===== config.mk =====
export PLATFORM = sky130hd
export DESIGN_NAME = serial_datapath
export DESIGN_NICKNAME = d
export VERILOG_FILES = /design/src/serial_pkg.sv /design/src/serial_tx_shift.sv /design/src/serial_rx_shift.sv /design/src/serial_datapath.sv
export SDC_FILE = /design/constraint.sdc
export NUM_CORES = 1
export LEC_CHECK = 0
export ABC_AREA = 1
export BUFFER_PORTS_ARGS = -buffer_cell sky130_fd_sc_hd__clkbuf_2
export CAP_MARGIN = 20
export CORE_MARGIN = 10
export CORE_UTILIZATION = 30
export DETAILED_ROUTE_END_ITERATION = 10
export PLACE_DENSITY = 0.43
export SYNTH_ARGS = -nofsm -noshare
export SYNTH_HDL_FRONTEND = slang
export SYNTH_HIERARCHICAL = 1
export SYNTH_SLANG_ARGS = --single-unit

===== constraint.sdc =====
create_clock -name clk -period 2.63 [get_ports clk]
set_clock_uncertainty 0.2 [all_clocks]
set_input_delay 0.526 -clock clk [delete_from_list [all_inputs] [get_ports clk]]
set_output_delay 0.526 -clock clk [all_outputs]
set_load 0.01 [all_outputs]

===== src/serial_pkg.sv =====
// shared constants and types for the serial datapath
package serial_pkg;

  // register offsets on the plain port
  localparam logic [2:0] ADDR_DATA  = 3'h0;
  localparam logic [2:0] ADDR_CSA   = 3'h1;
  localparam logic [2:0] ADDR_CSB   = 3'h2;
  localparam logic [2:0] ADDR_CSC   = 3'h3;
  localparam logic [2:0] ADDR_BAUD  = 3'h4;

  // control_status_a bit positions
  localparam int CSA_RX_PENDING  = 7;
  localparam int CSA_TX_DONE     = 6;
  localparam int CSA_TX_EMPTY    = 5;
  localparam int CSA_STOP_ERR    = 4;
  localparam int CSA_OVERRUN     = 3;
  localparam int CSA_PARITY_ERR  = 2;

  // control_status_b bit positions
  localparam int CSB_EMPTY_IE    = 5;
  localparam int CSB_DONE_IE     = 6;
  localparam int CSB_RX_EN       = 4;
  localparam int CSB_TX_EN       = 3;
  localparam int CSB_SIZE2       = 2;
  localparam int CSB_RX_NINTH    = 1;
  localparam int CSB_TX_NINTH    = 0;

  // control_status_c bit positions
  localparam int CSC_SYNC        = 6;
  localparam int CSC_PAR_EN      = 5;
  localparam int CSC_PAR_ODD     = 4;
  localparam int CSC_TWO_STOP    = 3;
  localparam int CSC_SIZE_HI     = 2;
  localparam int CSC_SIZE_LO     = 1;

  // reset values
  localparam logic [7:0] CSB_RESET  = 8'h00;
  localparam logic [7:0] CSC_RESET  = 8'h06;
  localparam logic [7:0] BAUD_RESET = 8'h00;

  localparam logic [2:0] SIZE_NINE  = 3'h7;
  localparam int         RX_DEPTH   = 2;

  // frame format shared by both directions
  typedef struct packed {
    logic       par_en;
    logic       par_odd;
    logic       two_stop;
    logic [3:0] nbits;
  } frame_cfg_s;

  // one receive fifo entry
  typedef struct packed {
    logic       stop_err;
    logic       overrun;
    logic       par_err;
    logic [8:0] data;
  } rx_entry_s;

endpackage


===== src/serial_tx_shift.sv =====
// transmit shift register: start, data lsb first, parity, stops
`timescale 1ns/1ps
module serial_tx_shift
  import serial_pkg::*;
(
  input  wire logic       clk,
  input  wire logic       reset_n,
  input  wire logic       bit_tick,
  input  frame_cfg_s      cfg,
  input  wire logic       load,
  input  wire logic [8:0] load_data,
  output logic            busy,
  output logic            frame_end,
  output logic            txd
);

  typedef enum logic [4:0] {
    S_IDLE   = 5'b00001,
    S_START  = 5'b00010,
    S_DATA   = 5'b00100,
    S_PARITY = 5'b01000,
    S_STOP   = 5'b10000
  } tx_state_e;

  tx_state_e  state_q;
  logic [8:0] shift_q;
  logic [3:0] cnt_q;
  logic       par_q;
  logic       txd_q;

  assign busy      = (state_q != S_IDLE);
  assign txd       = txd_q;
  assign frame_end = bit_tick && (state_q == S_STOP) &&
                     (cnt_q == 4'h0);

  always_ff @(posedge clk)
  begin
    if (!reset_n)
    begin
      state_q <= S_IDLE;
      shift_q <= 9'h000;
      cnt_q   <= 4'h0;
      par_q   <= 1'b0;
      txd_q   <= 1'b1;
    end
    else if (load)
    begin
      // start bit waits for a tick boundary so it lasts a full bit
      state_q <= bit_tick ? S_DATA : S_START;
      shift_q <= load_data;
      cnt_q   <= cfg.nbits;
      par_q   <= cfg.par_odd;
      txd_q   <= !bit_tick;
    end
    else if (bit_tick)
    begin
      case (state_q)
        S_IDLE:
        begin
          txd_q <= 1'b1;
        end
        S_START:
        begin
          txd_q   <= 1'b0;
          state_q <= S_DATA;
        end
        S_DATA:
        begin
          txd_q   <= shift_q[0];
          par_q   <= par_q ^ shift_q[0];
          shift_q <= {1'b0, shift_q[8:1]};
          cnt_q   <= cnt_q - 4'h1;
          if (cnt_q == 4'h1)
          begin
            state_q <= cfg.par_en ? S_PARITY : S_STOP;
            cnt_q   <= cfg.two_stop ? 4'h2 : 4'h1;
          end
        end
        S_PARITY:
        begin
          txd_q   <= par_q;
          state_q <= S_STOP;
        end
        S_STOP:
        begin
          txd_q <= 1'b1;
          if (cnt_q == 4'h0)
          begin
            state_q <= S_IDLE;
          end
          else
          begin
            cnt_q <= cnt_q - 4'h1;
          end
        end
        default:
        begin
          state_q <= S_IDLE;
        end
      endcase
    end
  end

endmodule // serial_tx_shift


===== src/serial_rx_shift.sv =====
// receive shift register: start detect, sampling, first stop check
`timescale 1ns/1ps
module serial_rx_shift
  import serial_pkg::*;
(
  input  wire logic       clk,
  input  wire logic       reset_n,
  input  wire logic       enable,
  input  wire logic       sample_tick,
  input  wire logic       half_tick,
  input  frame_cfg_s      cfg,
  input  wire logic       rxd,
  output logic            start_seen,
  output logic            done,
  output rx_entry_s       entry
);

  typedef enum logic [4:0] {
    S_IDLE   = 5'b00001,
    S_START  = 5'b00010,
    S_DATA   = 5'b00100,
    S_PARITY = 5'b01000,
    S_STOP   = 5'b10000
  } rx_state_e;

  rx_state_e  state_q;
  logic [8:0] shift_q;
  logic [3:0] cnt_q;
  logic       par_q;
  logic       done_q;
  rx_entry_s  entry_q;

  assign start_seen = (state_q == S_IDLE) && enable && !rxd;
  assign done       = done_q;
  assign entry      = entry_q;

  always_ff @(posedge clk)
  begin
    if (!reset_n || !enable)
    begin
      state_q <= S_IDLE;
      shift_q <= 9'h000;
      cnt_q   <= 4'h0;
      par_q   <= 1'b0;
      done_q  <= 1'b0;
      entry_q <= '0;
    end
    else
    begin
      done_q <= 1'b0;
      case (state_q)
        S_IDLE:
        begin
          if (!rxd)
          begin
            state_q <= S_START;
          end
        end
        S_START:
        begin
          // mid-bit recheck rejects glitches as false starts
          if (half_tick)
          begin
            state_q <= rxd ? S_IDLE : S_DATA;
            cnt_q   <= cfg.nbits;
            par_q   <= cfg.par_odd;
            shift_q <= 9'h000;
          end
        end
        S_DATA:
        begin
          if (sample_tick)
          begin
            shift_q <= {rxd, shift_q[8:1]};
            par_q   <= par_q ^ rxd;
            cnt_q   <= cnt_q - 4'h1;
            if (cnt_q == 4'h1)
            begin
              state_q <= cfg.par_en ? S_PARITY : S_STOP;
            end
          end
        end
        S_PARITY:
        begin
          if (sample_tick)
          begin
            par_q   <= par_q ^ rxd;
            state_q <= S_STOP;
          end
        end
        S_STOP:
        begin
          // only the first stop bit is looked at
          if (sample_tick)
          begin
            state_q          <= S_IDLE;
            done_q           <= 1'b1;
            entry_q.stop_err <= !rxd;
            entry_q.par_err  <= cfg.par_en && par_q;
            entry_q.overrun  <= 1'b0;
            // right-align so unused upper bits read zero
            entry_q.data     <= shift_q >> (4'h9 - cfg.nbits);
          end
        end
        default:
        begin
          state_q <= S_IDLE;
        end
      endcase
    end
  end

endmodule // serial_rx_shift


===== src/serial_datapath.sv =====
// serial port transmit and receive datapath with register port
//
// The strobed register port and the address map were left to the implementer.
`timescale 1ns/1ps
module serial_datapath
  import serial_pkg::*;
#(
  parameter int DEPTH = RX_DEPTH
)
(
  input  wire logic       clk,
  input  wire logic       reset_n,
  input  wire logic [2:0] reg_addr,
  input  wire logic [7:0] reg_wdata,
  input  wire logic       reg_write,
  input  wire logic       reg_read,
  output logic [7:0]      reg_rdata,
  input  wire logic       tx_done_irq_ack,
  output logic            tx_empty_irq,
  output logic            tx_done_irq,
  input  wire logic       rxd_pin,
  input  wire logic       xck_pin,
  output logic            txd_out,
  output logic            txd_oe,
  output logic            rxd_owned
);

  localparam int PW = $clog2(DEPTH);

  logic [7:0] csb_q;
  logic [7:0] csc_q;
  logic [7:0] baud_q;
  logic [8:0] tx_buf_q;
  logic       tx_buffer_empty_flag;
  logic       tx_done_flag;
  logic       tx_active_q;
  logic [7:0] rdata_q;
  logic [7:0] div_q;
  logic [3:0] os_q;
  logic [1:0] rxd_sync_q;
  logic [2:0] xck_sync_q;
  logic       tx_busy;
  logic       tx_frame_end;
  logic       tx_load;
  logic       txd_raw;
  logic       rx_start;
  logic       rx_done;
  rx_entry_s  rx_new;
  rx_entry_s  fifo_q [DEPTH];
  logic [PW:0] count_q;
  logic [PW-1:0] rd_q;
  logic [PW-1:0] wr_q;
  logic       overrun_pend_q;
  logic       bit_tick;
  logic       rx_tick;
  logic [3:0] rx_os_q;
  logic       rx_sample;
  logic       rx_half;
  logic       xck_rise;
  logic       sync_mode;
  logic       data_read;
  logic       rx_enable_bit;
  logic       tx_enable_bit;
  rx_entry_s  head;
  frame_cfg_s cfg;

  assign sync_mode     = csc_q[CSC_SYNC];
  assign rx_enable_bit = csb_q[CSB_RX_EN];
  assign tx_enable_bit = csb_q[CSB_TX_EN];
  assign cfg.par_en    = csc_q[CSC_PAR_EN];
  assign cfg.par_odd   = csc_q[CSC_PAR_ODD];
  assign cfg.two_stop  = csc_q[CSC_TWO_STOP];
  assign cfg.nbits     = (({csb_q[CSB_SIZE2], csc_q[CSC_SIZE_HI],
                            csc_q[CSC_SIZE_LO]}) == SIZE_NINE) ? 4'h9 :
                         4'h5 + {2'b00, csc_q[CSC_SIZE_HI],
                                 csc_q[CSC_SIZE_LO]};
  assign data_read     = reg_read && (reg_addr == ADDR_DATA);
  assign head          = fifo_q[rd_q];

  // two-flop synchronisers for the pins
  always_ff @(posedge clk)
  begin
    if (!reset_n)
    begin
      rxd_sync_q <= 2'b11;
      xck_sync_q <= 3'b000;
    end
    else
    begin
      rxd_sync_q <= {rxd_sync_q[0], rxd_pin};
      xck_sync_q <= {xck_sync_q[1:0], xck_pin};
    end
  end

  // edge taken between second and third stage, never the first
  assign xck_rise = xck_sync_q[1] && !xck_sync_q[2];

  // internal baud: divider then 16x oversample
  always_ff @(posedge clk)
  begin
    if (!reset_n)
    begin
      div_q <= 8'h00;
      os_q  <= 4'h0;
    end
    else if (div_q == baud_q)
    begin
      div_q <= 8'h00;
      os_q  <= os_q + 4'h1;
    end
    else
    begin
      div_q <= div_q + 8'h01;
    end
  end

  assign bit_tick  = sync_mode ? xck_rise :
                     ((div_q == baud_q) && (os_q == 4'hf));

  // receive phase restarts at each start edge so samples land mid-bit
  always_ff @(posedge clk)
  begin
    if (!reset_n || rx_start)
    begin
      rx_os_q <= 4'h0;
    end
    else if (div_q == baud_q)
    begin
      rx_os_q <= rx_os_q + 4'h1;
    end
  end

  assign rx_tick   = (div_q == baud_q) && (rx_os_q == 4'h7);
  assign rx_sample = sync_mode ? xck_rise : rx_tick;
  assign rx_half   = sync_mode ? xck_rise : rx_tick;

  // control registers
  always_ff @(posedge clk)
  begin
    if (!reset_n)
    begin
      csb_q  <= CSB_RESET;
      csc_q  <= CSC_RESET;
      baud_q <= BAUD_RESET;
    end
    else if (reg_write)
    begin
      case (reg_addr)
        ADDR_CSB:  csb_q  <= {reg_wdata[7:2], csb_q[CSB_RX_NINTH],
                              reg_wdata[0]};
        ADDR_CSC:  csc_q  <= reg_wdata;
        ADDR_BAUD: baud_q <= reg_wdata;
        default:   csb_q  <= csb_q;
      endcase
    end
  end

  // transmit buffer and empty flag
  assign tx_load = !tx_buffer_empty_flag && tx_active_q &&
                   (!tx_busy || tx_frame_end);

  always_ff @(posedge clk)
  begin
    if (!reset_n)
    begin
      tx_buf_q             <= 9'h000;
      tx_buffer_empty_flag <= 1'b1;
    end
    else if (reg_write && (reg_addr == ADDR_DATA) && tx_enable_bit)
    begin
      tx_buf_q             <= {csb_q[CSB_TX_NINTH], reg_wdata};
      tx_buffer_empty_flag <= 1'b0;
    end
    else if (tx_load)
    begin
      tx_buffer_empty_flag <= 1'b1;
    end
  end

  // done flag: set beats either kind of clear
  always_ff @(posedge clk)
  begin
    if (!reset_n)
    begin
      tx_done_flag <= 1'b0;
    end
    else if (tx_frame_end && tx_buffer_empty_flag)
    begin
      tx_done_flag <= 1'b1;
    end
    else if (tx_done_irq_ack ||
             (reg_write && (reg_addr == ADDR_CSA) &&
              reg_wdata[CSA_TX_DONE]))
    begin
      tx_done_flag <= 1'b0;
    end
  end

  // transmitter stays on until shifter and buffer are both drained
  always_ff @(posedge clk)
  begin
    if (!reset_n)
    begin
      tx_active_q <= 1'b0;
    end
    else if (tx_enable_bit)
    begin
      tx_active_q <= 1'b1;
    end
    else if (!tx_busy && tx_buffer_empty_flag)
    begin
      tx_active_q <= 1'b0;
    end
  end

  assign tx_empty_irq = csb_q[CSB_EMPTY_IE] && tx_buffer_empty_flag;
  assign tx_done_irq  = csb_q[CSB_DONE_IE] && tx_done_flag;
  assign txd_out      = txd_raw;
  assign txd_oe       = tx_active_q;
  assign rxd_owned    = rx_enable_bit;

  serial_tx_shift u_tx (
    .clk       (clk),
    .reset_n   (reset_n),
    .bit_tick  (bit_tick),
    .cfg       (cfg),
    .load      (tx_load),
    .load_data (tx_buf_q),
    .busy      (tx_busy),
    .frame_end (tx_frame_end),
    .txd       (txd_raw)
  );

  serial_rx_shift u_rx (
    .clk         (clk),
    .reset_n     (reset_n),
    .enable      (rx_enable_bit),
    .sample_tick (rx_sample),
    .half_tick   (rx_half),
    .cfg         (cfg),
    .rxd         (rxd_sync_q[1]),
    .start_seen  (rx_start),
    .done        (rx_done),
    .entry       (rx_new)
  );

  // overrun: fifo full and a new start arrives
  always_ff @(posedge clk)
  begin
    if (!reset_n || !rx_enable_bit)
    begin
      overrun_pend_q <= 1'b0;
    end
    else if (rx_start && (count_q == (PW+1)'(DEPTH)))
    begin
      overrun_pend_q <= 1'b1;
    end
    else if (rx_done && (count_q != (PW+1)'(DEPTH)))
    begin
      overrun_pend_q <= 1'b0;
    end
  end

  // receive fifo with flags per entry; flushed on disable
  always_ff @(posedge clk)
  begin
    if (!reset_n || !rx_enable_bit)
    begin
      count_q <= '0;
      rd_q    <= '0;
      wr_q    <= '0;
    end
    else
    begin
      if (rx_done && (count_q != (PW+1)'(DEPTH)))
      begin
        wr_q <= (wr_q == PW'(DEPTH-1)) ? '0 : wr_q + PW'(1);
      end
      if (data_read && (count_q != '0))
      begin
        rd_q <= (rd_q == PW'(DEPTH-1)) ? '0 : rd_q + PW'(1);
      end
      count_q <= count_q
               + (PW+1)'(rx_done && (count_q != (PW+1)'(DEPTH)))
               - (PW+1)'(data_read && (count_q != '0));
    end
  end

  genvar gi;
  generate
    for (gi = 0; gi < DEPTH; gi++)
    begin : g_fifo
      always_ff @(posedge clk)
      begin
        if (!reset_n)
        begin
          fifo_q[gi] <= '0;
        end
        else if (rx_done && (wr_q == PW'(gi)) &&
                 (count_q != (PW+1)'(DEPTH)))
        begin
          fifo_q[gi]         <= rx_new;
          fifo_q[gi].overrun <= overrun_pend_q;
        end
      end
    end
  endgenerate

  // read data one cycle after the strobe
  always_ff @(posedge clk)
  begin
    if (!reset_n)
    begin
      rdata_q <= 8'h00;
    end
    else if (reg_read)
    begin
      case (reg_addr)
        ADDR_DATA: rdata_q <= (count_q != '0) ? head.data[7:0]
                                              : 8'h00;
        ADDR_CSA:  rdata_q <= {count_q != '0, tx_done_flag,
                               tx_buffer_empty_flag,
                               head.stop_err, head.overrun,
                               head.par_err, 2'b00};
        // ninth bit marks address frames in multiprocessor use
        ADDR_CSB:  rdata_q <= {csb_q[7:2], head.data[8],
                               csb_q[CSB_TX_NINTH]};
        ADDR_CSC:  rdata_q <= csc_q;
        ADDR_BAUD: rdata_q <= baud_q;
        default:   rdata_q <= 8'h00;
      endcase
    end
  end

  assign reg_rdata = rdata_q;

endmodule // serial_datapath


==> qor.log, run 1 <==
qor: run_status.outcome complete, no violations
qor: cells_and_area.final_nets 1089
qor: grt.grt_overflow 0
qor: synthesis.synth-warning-count 6
qor: cells_and_area.antennaDiodeCount 0
qor: grt.met2_usage 0.224
qor: power.ir_worst_vdd 0.246 mV
qor: timing.timing.slew.headroom 0.613
qor: grt.antenna_found_initial 0
qor: cts.cts_buffers 17
qor: cells_and_area.post_layout_nonfiller_instances 1396
qor: placed_design.place_hpwl 14.5 mm
qor: cells_and_area.syn_to_final_growth 18.2%
qor: run.max-cap-violations 0
qor: routing.wirelength 20.2 mm
qor: timing.setup-violations-final 0
qor: die.top_level_ports 31
qor: timing.final.min_clock_period 2.58 ns
qor: worst_setup_path.end_kind flop
qor: cts.worst_setup_hold_path_clk_slew 0.07 ns
qor: placed_design.dp_slack -0.0312 ns
qor: worst_setup_path.timing.setup.critical_path_class reg -> reg
qor: timing.setup_tns_final 0 ns
qor: timing.fin_ws 0.0548 ns
qor: synthesis.post_synth.cell_area_avg 7.28 um^2
qor: die.core_region_area 24200 um^2
qor: synthesis.synthesis.nets 1035
qor: die.rows 57
qor: worst_setup_path.worst-endpoint-required 2.74 ns
qor: cts.cts_max_level 4
qor: power.p_leak 3.47 nW
qor: routing.via_per_inst 4.60
qor: cts.cts.sink_count 145
qor: grt.grt-busiest-layer met2
qor: timing.clock.fmax 388 MHz
qor: grt.grt_overall_usage 0.131
qor: routing.via_count 6426
qor: timing.final-max-slew-violation-count 0
qor: cts.clk_latency 0.43 ns
qor: placed_design.number_of_buffers_added_on_ports 30
qor: cts.cts_tree done
qor: routing.wl_per_cell 14.5 um
qor: timing.post-route-period-util 0.979
qor: timing.hold_violations 0
qor: synthesis.syn-cell-area 7320 um^2
qor: cts.cts.root.buffer_cell sky130_fd_sc_hd__clkbuf_16
qor: routing.drtIter0Drc 323
qor: die.floorplan.initialDensity 0.303
qor: routing.drt_first_pass_iters 5
qor: power.total_power 0.00512 W
qor: cells_and_area.post_route_cells_drive_above_1_share 0.191
qor: grt.gr-usage-met3 0.0235
qor: die.die_height 176 um
qor: die.dieWidth 176 um
qor: cts.cts_buffer_depth 2
qor: synthesis.synth_cells 1005
qor: placed_design.place_congestion 0.793
qor: worst_setup_path.critical_path_peak_fanout 5
qor: grt.first_global_vias 6262
qor: timing.unrepaired_setup_endpoints_after_global_routing yes
qor: placed_design.dpl.cell_count 1356
qor: routing.drcViolationCount 0
qor: die.fp.dieArea 31000 um^2
qor: min_path.worstHoldPathType in -> reg
qor: power.pwr_dens 592 nW/um^2
qor: worst_setup_path.data_arrival_time_at_the_worst_slack_endpoint 2.69 ns
qor: routing.route.antenna.remaining_nets 0
qor: grt.grt_util_met1 0.164
qor: timing.timing_worst_slew_pin_value 0.579 ns
qor: worst_setup_path.crit_path_start_kind flop
qor: cells_and_area.final_core_utilization 0.358
qor: grt.grt_pass1_wl 32.7 mm
qor: cts.cts-hold-fix-buffers 0
qor: grt.grt_start_max_net_pins 36
==> path summary, 6_finish.rpt <==
kind / end / slack [ns] / cells after the start / startpoint
worst max-delay path: u_tx/cnt_q[2] / 0.05 / 19 / div_q[3]
worst min-delay path: rxd_sync_q[0] / 0.09 / 2 / rxd_pin
worst max register to register: u_tx/cnt_q[2] / 0.05 / 19 / div_q[3]
worst min register to register: rxd_sync_q[1] / 0.21 / 1 / rxd_sync_q[0]
==> cell usage in the layout (no fill, tap or decap), types with 4 or more instances in the layout <==
cell,count
sky130_fd_sc_hd__buf_4,32
sky130_fd_sc_hd__inv_4,4
sky130_fd_sc_hd__inv_1,87
sky130_fd_sc_hd__o21ai_1,9
sky130_fd_sc_hd__nand2_2,18
sky130_fd_sc_hd__o21ai_0,54
sky130_fd_sc_hd__xor2_1,7
sky130_fd_sc_hd__nand4_1,8
sky130_fd_sc_hd__clkinvlp_4,5
sky130_fd_sc_hd__nand2_1,257
sky130_fd_sc_hd__nor2_4,9
sky130_fd_sc_hd__nand2_4,7
sky130_fd_sc_hd__or2_2,6
sky130_fd_sc_hd__inv_2,20
sky130_fd_sc_hd__ha_1,12
sky130_fd_sc_hd__nor3_2,4
sky130_fd_sc_hd__xnor2_1,12
sky130_fd_sc_hd__a21oi_2,11
sky130_fd_sc_hd__a21oi_1,66
sky130_fd_sc_hd__clkbuf_2,30
sky130_fd_sc_hd__dfxtp_2,5
sky130_fd_sc_hd__nand3_2,7
sky130_fd_sc_hd__nor2_2,6
sky130_fd_sc_hd__nor2_1,100
sky130_fd_sc_hd__clkbuf_16,17
sky130_fd_sc_hd__dfxtp_1,115
sky130_fd_sc_hd__nand3_1,91
sky130_fd_sc_hd__edfxtp_1,24
sky130_fd_sc_hd__a31oi_1,9
==> registers in the layout, summed over array words and instances, names as in the netlist, 5 cells and up, named ones only <==
register,flops
u_rx/entry,11
fifo_q,24
u_tx/state_q,5
csc_q,8
div_q,8
csb_q,7
baud_q,8
u_rx/shift_q,9
u_rx/state_q,5
u_tx/shift_q,9
reg_rdata,8
tx_buf_q,9
==> report_power, final <==
part           leakage [nW]  switching, W  total [W]  internal [W]
clock network         0.262       0.00101    0.00229       0.00128
registers              1.21     0.0000524    0.00237       0.00232
logic                  1.99      0.000294   0.000460      0.000166
==> metal layers <==
layer / vias up / share of wire
met5: - / 0
met4: 0 / 0.011
met3: 20 / 0.027
met2: 62 / 0.48
met1: 2994 / 0.48
li1: 3350 / -
==> area by class of cell <==
type	count	area, um^2
Clock buffer	21	470
Clock inverter	11	81.3
Sequential cell	145	3150
Tap cell	324	405
Inverter	113	433
Multi-Input combinational cell	716	3670
Fill cell	2617	15500
Timing Repair Buffer	65	428
Timing Repair inverter	1	7.51
==> metrics by stage <==
stage               hold slack [ns]  area, um^2
floorplan                     0.190        7350
global placement              0.206        7940
detailed placement            0.204        7940
CTS                          0.0908        8530
global route                  0.101        8650
finish                       0.0928        8650
==> what timing repair did <==
item / 4_1_cts / 5_1_grt
resized for setup: 1 / 31
gates cloned: 0 / 1
setup endpoints to repair: 5 / 39
pin swaps: 1 / 9
buffers inserted: 5 / 3
==> critical path: stages (launching register included) <==
cell and delay [ns]:
sky130_fd_sc_hd__dfxtp_2 0.35, sky130_fd_sc_hd__inv_2 0.05, sky130_fd_sc_hd__nand2_1 0.05, sky130_fd_sc_hd__nand2_1 0.04, sky130_fd_sc_hd__nor2_1 0.10, sky130_fd_sc_hd__inv_1 0.08
sky130_fd_sc_hd__nor2_4 0.12, sky130_fd_sc_hd__nand2_4 0.07, sky130_fd_sc_hd__inv_4 0.06, sky130_fd_sc_hd__nand3_4 0.06, sky130_fd_sc_hd__nand2_4 0.09, sky130_fd_sc_hd__inv_4 0.04
sky130_fd_sc_hd__nor3_4 0.20, sky130_fd_sc_hd__inv_2 0.07, sky130_fd_sc_hd__a21oi_4 0.25, sky130_fd_sc_hd__clkinvlp_4 0.19, sky130_fd_sc_hd__o21ai_0 0.10, sky130_fd_sc_hd__a21oi_1 0.06
sky130_fd_sc_hd__a22oi_1 0.19, sky130_fd_sc_hd__a21oi_1 0.09
Note: power is estimated with default switching activity, not from simulation.
==> inputs of run 2 (changes only) <==
CORE_MARGIN = 4   (was 10)
==> qor.log, run 2 (same netlist as run 1, synthesis figures left out) <==
qor: cts.cts-hold-fix-buffers 0
qor: worst_setup_path.timing.setup.critical_path_class reg -> reg
qor: cells_and_area.fin_area 8660 um^2
qor: cts.clk_latency 0.42 ns
qor: worst_setup_path.data_arrival_time_at_the_worst_slack_endpoint 2.71 ns
qor: die.rows 56
qor: die.floorplan.initialDensity 0.308
qor: worst_setup_path.end_kind flop
qor: routing.drcViolationCount 0
qor: cts.cts_buffer_depth 2
qor: power.ir_worst_vdd 0.335 mV
qor: power.power.clock.fraction 0.467
qor: die.top_level_ports 31
qor: cts.cts_tree done
qor: worst_setup_path.dominant_cell_type_by_count_on_the_critical_path sky130_fd_sc_hd__inv_2
qor: routing.via_per_inst 4.62
qor: timing.unrepaired_setup_endpoints_after_global_routing yes
qor: min_path.hold_path_depth 2
qor: cells_and_area.largest_register fifo_q
qor: placed_design.placed_cell_area 7950 um^2
qor: timing.final.min_clock_period 2.55 ns
qor: run.max-cap-violations 0
qor: min_path.holdCritStartpoint rxd_pin
qor: cts.cts_max_level 4
qor: worst_setup_path.timing.critical_path.buf_inv 7
qor: worst_setup_path.critPathMaxStageDelay 0.37 ns
qor: placed_design.place_congestion 0.799
qor: cells_and_area.post_route_cells_drive_above_1_share 0.188
qor: worst_setup_path.regToRegSetupSlack 0.08 ns
qor: cells_and_area.filler_cell_count_in_the_final_layout 2538
qor: power.intPower 0.00397 W
qor: grt.antenna_found_initial 0
qor: worst_setup_path.critical_path_peak_fanout 7
qor: power.sequential_group_share_of_total_power 0.446
qor: worst_setup_path.worst-endpoint-required 2.79 ns
qor: placed_design.number_of_buffers_added_on_ports 30
qor: grt.grt_overflow 0
qor: die.core_region_area 23800 um^2
qor: die.dieWidth 164 um
qor: cells_and_area.final_nets 1085
qor: cts.cts_buffers 17
qor: cts.cts.root.buffer_cell sky130_fd_sc_hd__clkbuf_16
qor: timing.setup-violations-final 0
qor: timing.timing_worst_slew_pin_value 0.608 ns
qor: grt.first_global_vias 6298
qor: worst_setup_path.crit_chain inv_2 -> nand2_1 -> nand2_1 -> nor2_2 -> inv_2 -> nor2_4 -> nand2_4 -> inv_4 -> nand3_2 -> nand2_2 -> inv_2 -> nor3_4 -> inv_2 -> a21oi_4 -> clkinv_4 -> nand2_4 -> nand4_1 -> nand3_2 -> nand2_2 -> inv_2 -> o21ai_1 -> nor2_1
qor: grt.grt_start_max_net_pins 27
qor: power.p_sw_frac 0.252
qor: power.pwr_dens 613 nW/um^2
qor: worst_setup_path.crit_path_start_kind flop
qor: timing.setup_tns_final 0 ns
qor: min_path.worstHoldPathType in -> reg
qor: timing.timing.slew.headroom 0.594
qor: grt.grt_overall_usage 0.153
qor: die.fp.dieArea 27000 um^2
qor: cells_and_area.antennaDiodeCount 0
qor: routing.wl_per_cell 14.4 um
qor: cells_and_area.syn_to_final_growth 18.4%
qor: timing.final-max-slew-violation-count 0
qor: worst_setup_path.largest_delay_contributor_family_on_the_critical_path simple AND/OR/NAND/NOR gates
qor: routing.route.antenna.remaining_nets 0
qor: cells_and_area.largest_register_ffs 24
qor: cts.worst_setup_hold_path_clk_slew 0.06 ns
qor: placed_design.place_hpwl 14.4 mm
qor: routing.drtIter0Drc 385
qor: power.power.switching 0.00134 W
qor: run_status.outcome complete, no violations
qor: timing.clock.fmax 392 MHz
qor: timing.post-route-period-util 0.969
qor: worst_setup_path.r2r.worst_path.cells 22
qor: die.die_height 164 um
qor: timing.hold_violations 0
qor: power.combPwrFrac 0.087
qor: routing.via_count 6405
qor: worst_setup_path.critical_path.reg2reg.startpoint div_q[2]
qor: min_path.min_delay_worst_endpoint rxd_sync_q[0]
qor: power.p_leak 3.48 nW
qor: routing.wirelength 19.9 mm
qor: cts.cts.sink_count 145
qor: worst_setup_path.critical-path-slowest-cell sky130_fd_sc_hd__dfxtp_4
qor: worst_setup_path.timing.rr.end u_tx/cnt_q[1]
qor: cells_and_area.final_common_cell sky130_fd_sc_hd__nand2_1
qor: cells_and_area.most-common-layout-cells sky130_fd_sc_hd__nand2_1 (259), sky130_fd_sc_hd__dfxtp_1 (116), sky130_fd_sc_hd__nor2_1 (99)
qor: routing.drt_first_pass_iters 4
qor: grt.grt_pass1_wl 32.5 mm
run 2: changes by cell type in the layout (fill, tap and decap cells not counted), sizes merged:
cell / before / now
bufinv: 0 / 2
clkinvlp: 5 / 2
clkinv: 8 / 7
inv: 112 / 113
buf: 35 / 32
run 2: final cells by class:
class / instances / area (um^2) / area share
multi-input combinational: 716 / 3660 / 0.422
sequential: 145 / 3150 / 0.364
clock buffer: 21 / 470 / 0.0543
inverter: 113 / 433 / 0.0500
timing repair buffer: 62 / 427 / 0.0492
tap: 319 / 399 / 0.0461
clock inverter: 11 / 126 / 0.0146
run 2: per-stage QoR:
step	std cells	setup WS (ns)	util	hold slack (ns)	power [W]
floorplan	1005	0.0537	-	0.190	0.00270
global placement	1350	0.0363	0.335	0.207	0.00288
detailed placement	1350	0.0472	0.335	0.206	0.00288
CTS	1382	0.0149	0.360	0.0808	0.00537
global route	1387	-0.198	0.365	0.0998	0.00553
finish	1387	0.0812	0.365	0.0931	0.00531
run 2: per-layer routing:
metal  vias to the layer above  global-route usage  share of wire
li1                       3360                   -              -
met1                      2969               0.204           0.49
met2                        59               0.252           0.47
met3                        17              0.0289          0.024
met4                         0              0.0454          0.014
met5                         -                   0              0
run 2: how the worst max path moves through the flow:
| stage | start | to | cells past startpoint |
|---|---|---|---|
| 2_1_floorplan | div_q[3] | u_tx/cnt_q[0] | 21 |
| 3_3_place_gp | div_q[3] | u_tx/cnt_q[3] | 22 |
| 3_5_place_dp | div_q[3] | u_tx/cnt_q[3] | 21 |
| 4_1_cts | div_q[3] | u_tx/cnt_q[3] | 21 |
| 5_1_grt | div_q[2] | u_tx/cnt_q[1] | 22 |
| 6_report | div_q[2] | u_tx/cnt_q[1] | 22 |
run 2: timing repair:
action | in CTS | in global routing
gates resized for setup | 0 | 29
endpoints found under the setup margin | 0 | 44
setup buffers | 0 | 5
run 2: power groups by stage:
stage | logic, W | registers [W] | clock network [W]
after global routing | 0.000525 | 0.00238 | 0.00263
after detailed placement | 0.000461 | 0.00242 | 0
final | 0.000462 | 0.00237 | 0.00248
after global placement | 0.000461 | 0.00242 | 0
after floorplan | 0.000293 | 0.00241 | 0
after CTS | 0.000463 | 0.00237 | 0.00254
==> inputs of run 3 (changes only) <==
PLACE_DENSITY = 0.42   (was 0.43)
SYNTH_HIERARCHICAL = not set   (was 1)
clock period = 3.05 ns   (was 2.63 ns; I/O delays follow)
==> qor.log, run 3 <==
qor: run_status.outcome complete, no violations
qor: power.combPwrFrac 0.070
qor: routing.via_per_inst 4.63
qor: die.core_region_area 22600 um^2
qor: synthesis.synth-edff-count 24
qor: placed_design.number_of_buffers_added_on_ports 30
qor: synthesis.synth-xor-area-share 0.0203
qor: synthesis.cell_type_with_the_largest_total_area_after_synthesis sky130_fd_sc_hd__dfxtp_1
qor: routing.wirelength 18.2 mm
qor: grt.grt_pass1_wl 29.6 mm
qor: worst_setup_path.crit_path_start_kind flop
qor: synthesis.top_cells_by_count_synth sky130_fd_sc_hd__nand2_1 (167), sky130_fd_sc_hd__dfxtp_1 (121), sky130_fd_sc_hd__inv_1 (111)
qor: run.max-cap-violations 0
qor: min_path.worstHoldPathType in -> reg
qor: routing.via_count 5673
qor: cts.cts.sink_count 145
qor: cts.cts_max_level 4
qor: worst_setup_path.timing.setup.critical_path_class reg -> reg
qor: grt.grt_overall_usage 0.146
qor: die.top_level_ports 31
qor: synthesis.synth_simple_gate_area_frac 0.255
qor: cts.cts.root.buffer_cell sky130_fd_sc_hd__clkbuf_16
qor: worst_setup_path.data_arrival_time_at_the_worst_slack_endpoint 2.68 ns
qor: timing.clock.fmax 396 MHz
qor: worst_setup_path.worst-endpoint-required 3.21 ns
qor: cells_and_area.post_route_cells_drive_above_1_share 0.131
qor: timing.setup_tns_final 0 ns
qor: die.floorplan.initialDensity 0.305
qor: synthesis.post_synth.cell_area_avg 7.74 um^2
qor: synthesis.synthDistinctLibCells 53
qor: cells_and_area.largest_register fifo_q
qor: synthesis.dominant_combinational_cell_family_by_area_after_synthesis simple AND/OR/NAND/NOR gates
qor: routing.route.antenna.remaining_nets 0
qor: timing.timing_worst_slew_pin_value 0.647 ns
qor: synthesis.postSynth.asyncResetShare 0
qor: synthesis.synthesis.nets 924
qor: synthesis.synth_seq_area_share 0.455
qor: synthesis.post-synth-top-count-cell sky130_fd_sc_hd__nand2_1
qor: cells_and_area.fin_area 7930 um^2
qor: cts.cts_buffer_depth 2
qor: power.p_sw_frac 0.273
qor: power.power.clock.fraction 0.464
qor: cells_and_area.antennaDiodeCount 0
qor: grt.antenna_found_initial 0
qor: cts.cts-hold-fix-buffers 0
qor: cells_and_area.final_common_cell sky130_fd_sc_hd__nand2_1
qor: synthesis.yosys-mux-area-fraction 0.0101
qor: synthesis.syn-cell-area 6910 um^2
qor: die.dieWidth 160 um
qor: cts.cts_tree done
qor: cells_and_area.syn_to_final_growth 14.7%
qor: power.ir_worst_vdd 0.290 mV
qor: grt.grt_start_max_net_pins 25
qor: cts.cts_buffers 17
qor: cts.clk_latency 0.43 ns
qor: placed_design.place_congestion 0.765
qor: power.p_leak 3.08 nW
qor: cts.cts_post_setup_buffers_inserted 0
qor: synthesis.yosys.area_share.adder 0.0235
qor: synthesis.synth-warning-count 0
qor: worst_setup_path.end_kind flop
qor: cells_and_area.largest_register_ffs 24
qor: cells_and_area.most-common-layout-cells sky130_fd_sc_hd__nand2_1 (167), sky130_fd_sc_hd__dfxtp_1 (121), sky130_fd_sc_hd__inv_1 (111)
qor: power.sequential_group_share_of_total_power 0.465
qor: grt.first_global_vias 5480
qor: die.fp.dieArea 25500 um^2
qor: routing.drtIter0Drc 244
qor: placed_design.placed_cell_area 7370 um^2
qor: timing.post-route-period-util 0.828
qor: synthesis.synth_top_flop_cell sky130_fd_sc_hd__dfxtp_1
qor: cts.post_cts_resized 0
qor: timing.unrepaired_setup_endpoints_after_global_routing no
qor: synthesis.synthTopCellsByArea sky130_fd_sc_hd__dfxtp_1 (35%), sky130_fd_sc_hd__edfxtp_1 (10%), sky130_fd_sc_hd__nand2_1 (9.1%), sky130_fd_sc_hd__inv_1 (6.0%), sky130_fd_sc_hd__a21oi_1 (5.8%)
qor: cells_and_area.final_nets 958
qor: synthesis.synth_compound_gate_area_share 0.155
qor: routing.drt_first_pass_iters 4
qor: timing.final.min_clock_period 2.53 ns
qor: timing.timing.slew.headroom 0.568
qor: power.pwr_dens 551 nW/um^2
qor: timing.final-max-slew-violation-count 0
qor: synthesis.proportion_of_netlist_area_held_by_the_largest_area_contributor 0.350
qor: placed_design.place_hpwl 13.3 mm
qor: synthesis.synth_cells 893
qor: routing.drcViolationCount 0
qor: routing.wl_per_cell 14.9 um
qor: timing.hold_violations 0
qor: worst_setup_path.critical_path_peak_fanout 9
qor: timing.setup-violations-final 0
qor: cts.worst_setup_hold_path_clk_slew 0.07 ns
qor: grt.grt_overflow 0
qor: power.power.switching 0.00119 W
qor: power.intPower 0.00317 W
qor: die.rows 55
qor: die.die_height 160 um
qor: synthesis.synth.ff_latch_count 145
[run 3: worst paths after layout]
kind,startpoint,to,slack [ns],depth (start not counted)
min reg2reg,rxd_sync_q[0],rxd_sync_q[1],0.21,1
max,csc_q[1],u_rx.entry[1],0.52,10
max reg2reg,csc_q[1],u_rx.entry[1],0.52,10
min,rxd_pin,rxd_sync_q[0],0.16,2
[run 3: layout make-up]
cell class | count | area [um^2]
clock buffer | 17 | 425
multi-input combinational | 608 | 3210
sequential | 145 | 3140
clock inverter | 15 | 136
tap | 285 | 357
inverter | 114 | 430
fill | 2404 | 14700
timing repair buffer | 41 | 233
[run 3: power groups by stage]
stage                     clock (W)  combinational, W  sequential [W]
after floorplan                   0          0.000208         0.00207
after global placement            0          0.000313         0.00208
after detailed placement          0          0.000310         0.00208
after CTS                   0.00209          0.000312         0.00203
after global routing        0.00216          0.000353         0.00204
final                       0.00203          0.000306         0.00203
[run 3: metal layers]
layer | share of wire | track usage | vias up
met3 | 0.022 | 0.0315 | 11
met5 | 0 | 0 | -
met4 | 0.0084 | 0.0329 | 0
li1 | - | - | 3001
met2 | 0.48 | 0.246 | 50
met1 | 0.48 | 0.194 | 2611
[run 3: through the flow]
stage	hold WS, ns	power (W)	utilization	std cells	setup WS (ns)
after floorplan	0.190	0.00228	-	893	0.785
after global placement	0.199	0.00239	0.326	1193	0.582
after detailed placement	0.198	0.00239	0.326	1193	0.535
after CTS	0.145	0.00443	0.350	1225	0.521
after global routing	0.155	0.00455	0.350	1225	0.237
final	0.164	0.00437	0.350	1225	0.524
[run 3: cells by family after synthesis]
| kind of cell | after synthesis |
|---|---|
| buf+inv | 140 |
| flops | 145 |
| simple gates | 380 |
| mux | 7 |
| xor+xnor | 16 |
| compound gates | 192 |
| fa+ha+maj | 13 |
[run 3: critical path, cell delays in order, from the launching register on]
cell and delay, ns:
sky130_fd_sc_hd__dfxtp_1 0.45, sky130_fd_sc_hd__ha_1 0.31, sky130_fd_sc_hd__nand2_1 0.16, sky130_fd_sc_hd__nand2_1 0.25, sky130_fd_sc_hd__inv_1 0.09, sky130_fd_sc_hd__ha_1 0.22
sky130_fd_sc_hd__nor2_1 0.23, sky130_fd_sc_hd__inv_1 0.13, sky130_fd_sc_hd__o22ai_1 0.18, sky130_fd_sc_hd__o21ai_0 0.10, sky130_fd_sc_hd__a21oi_1 0.13
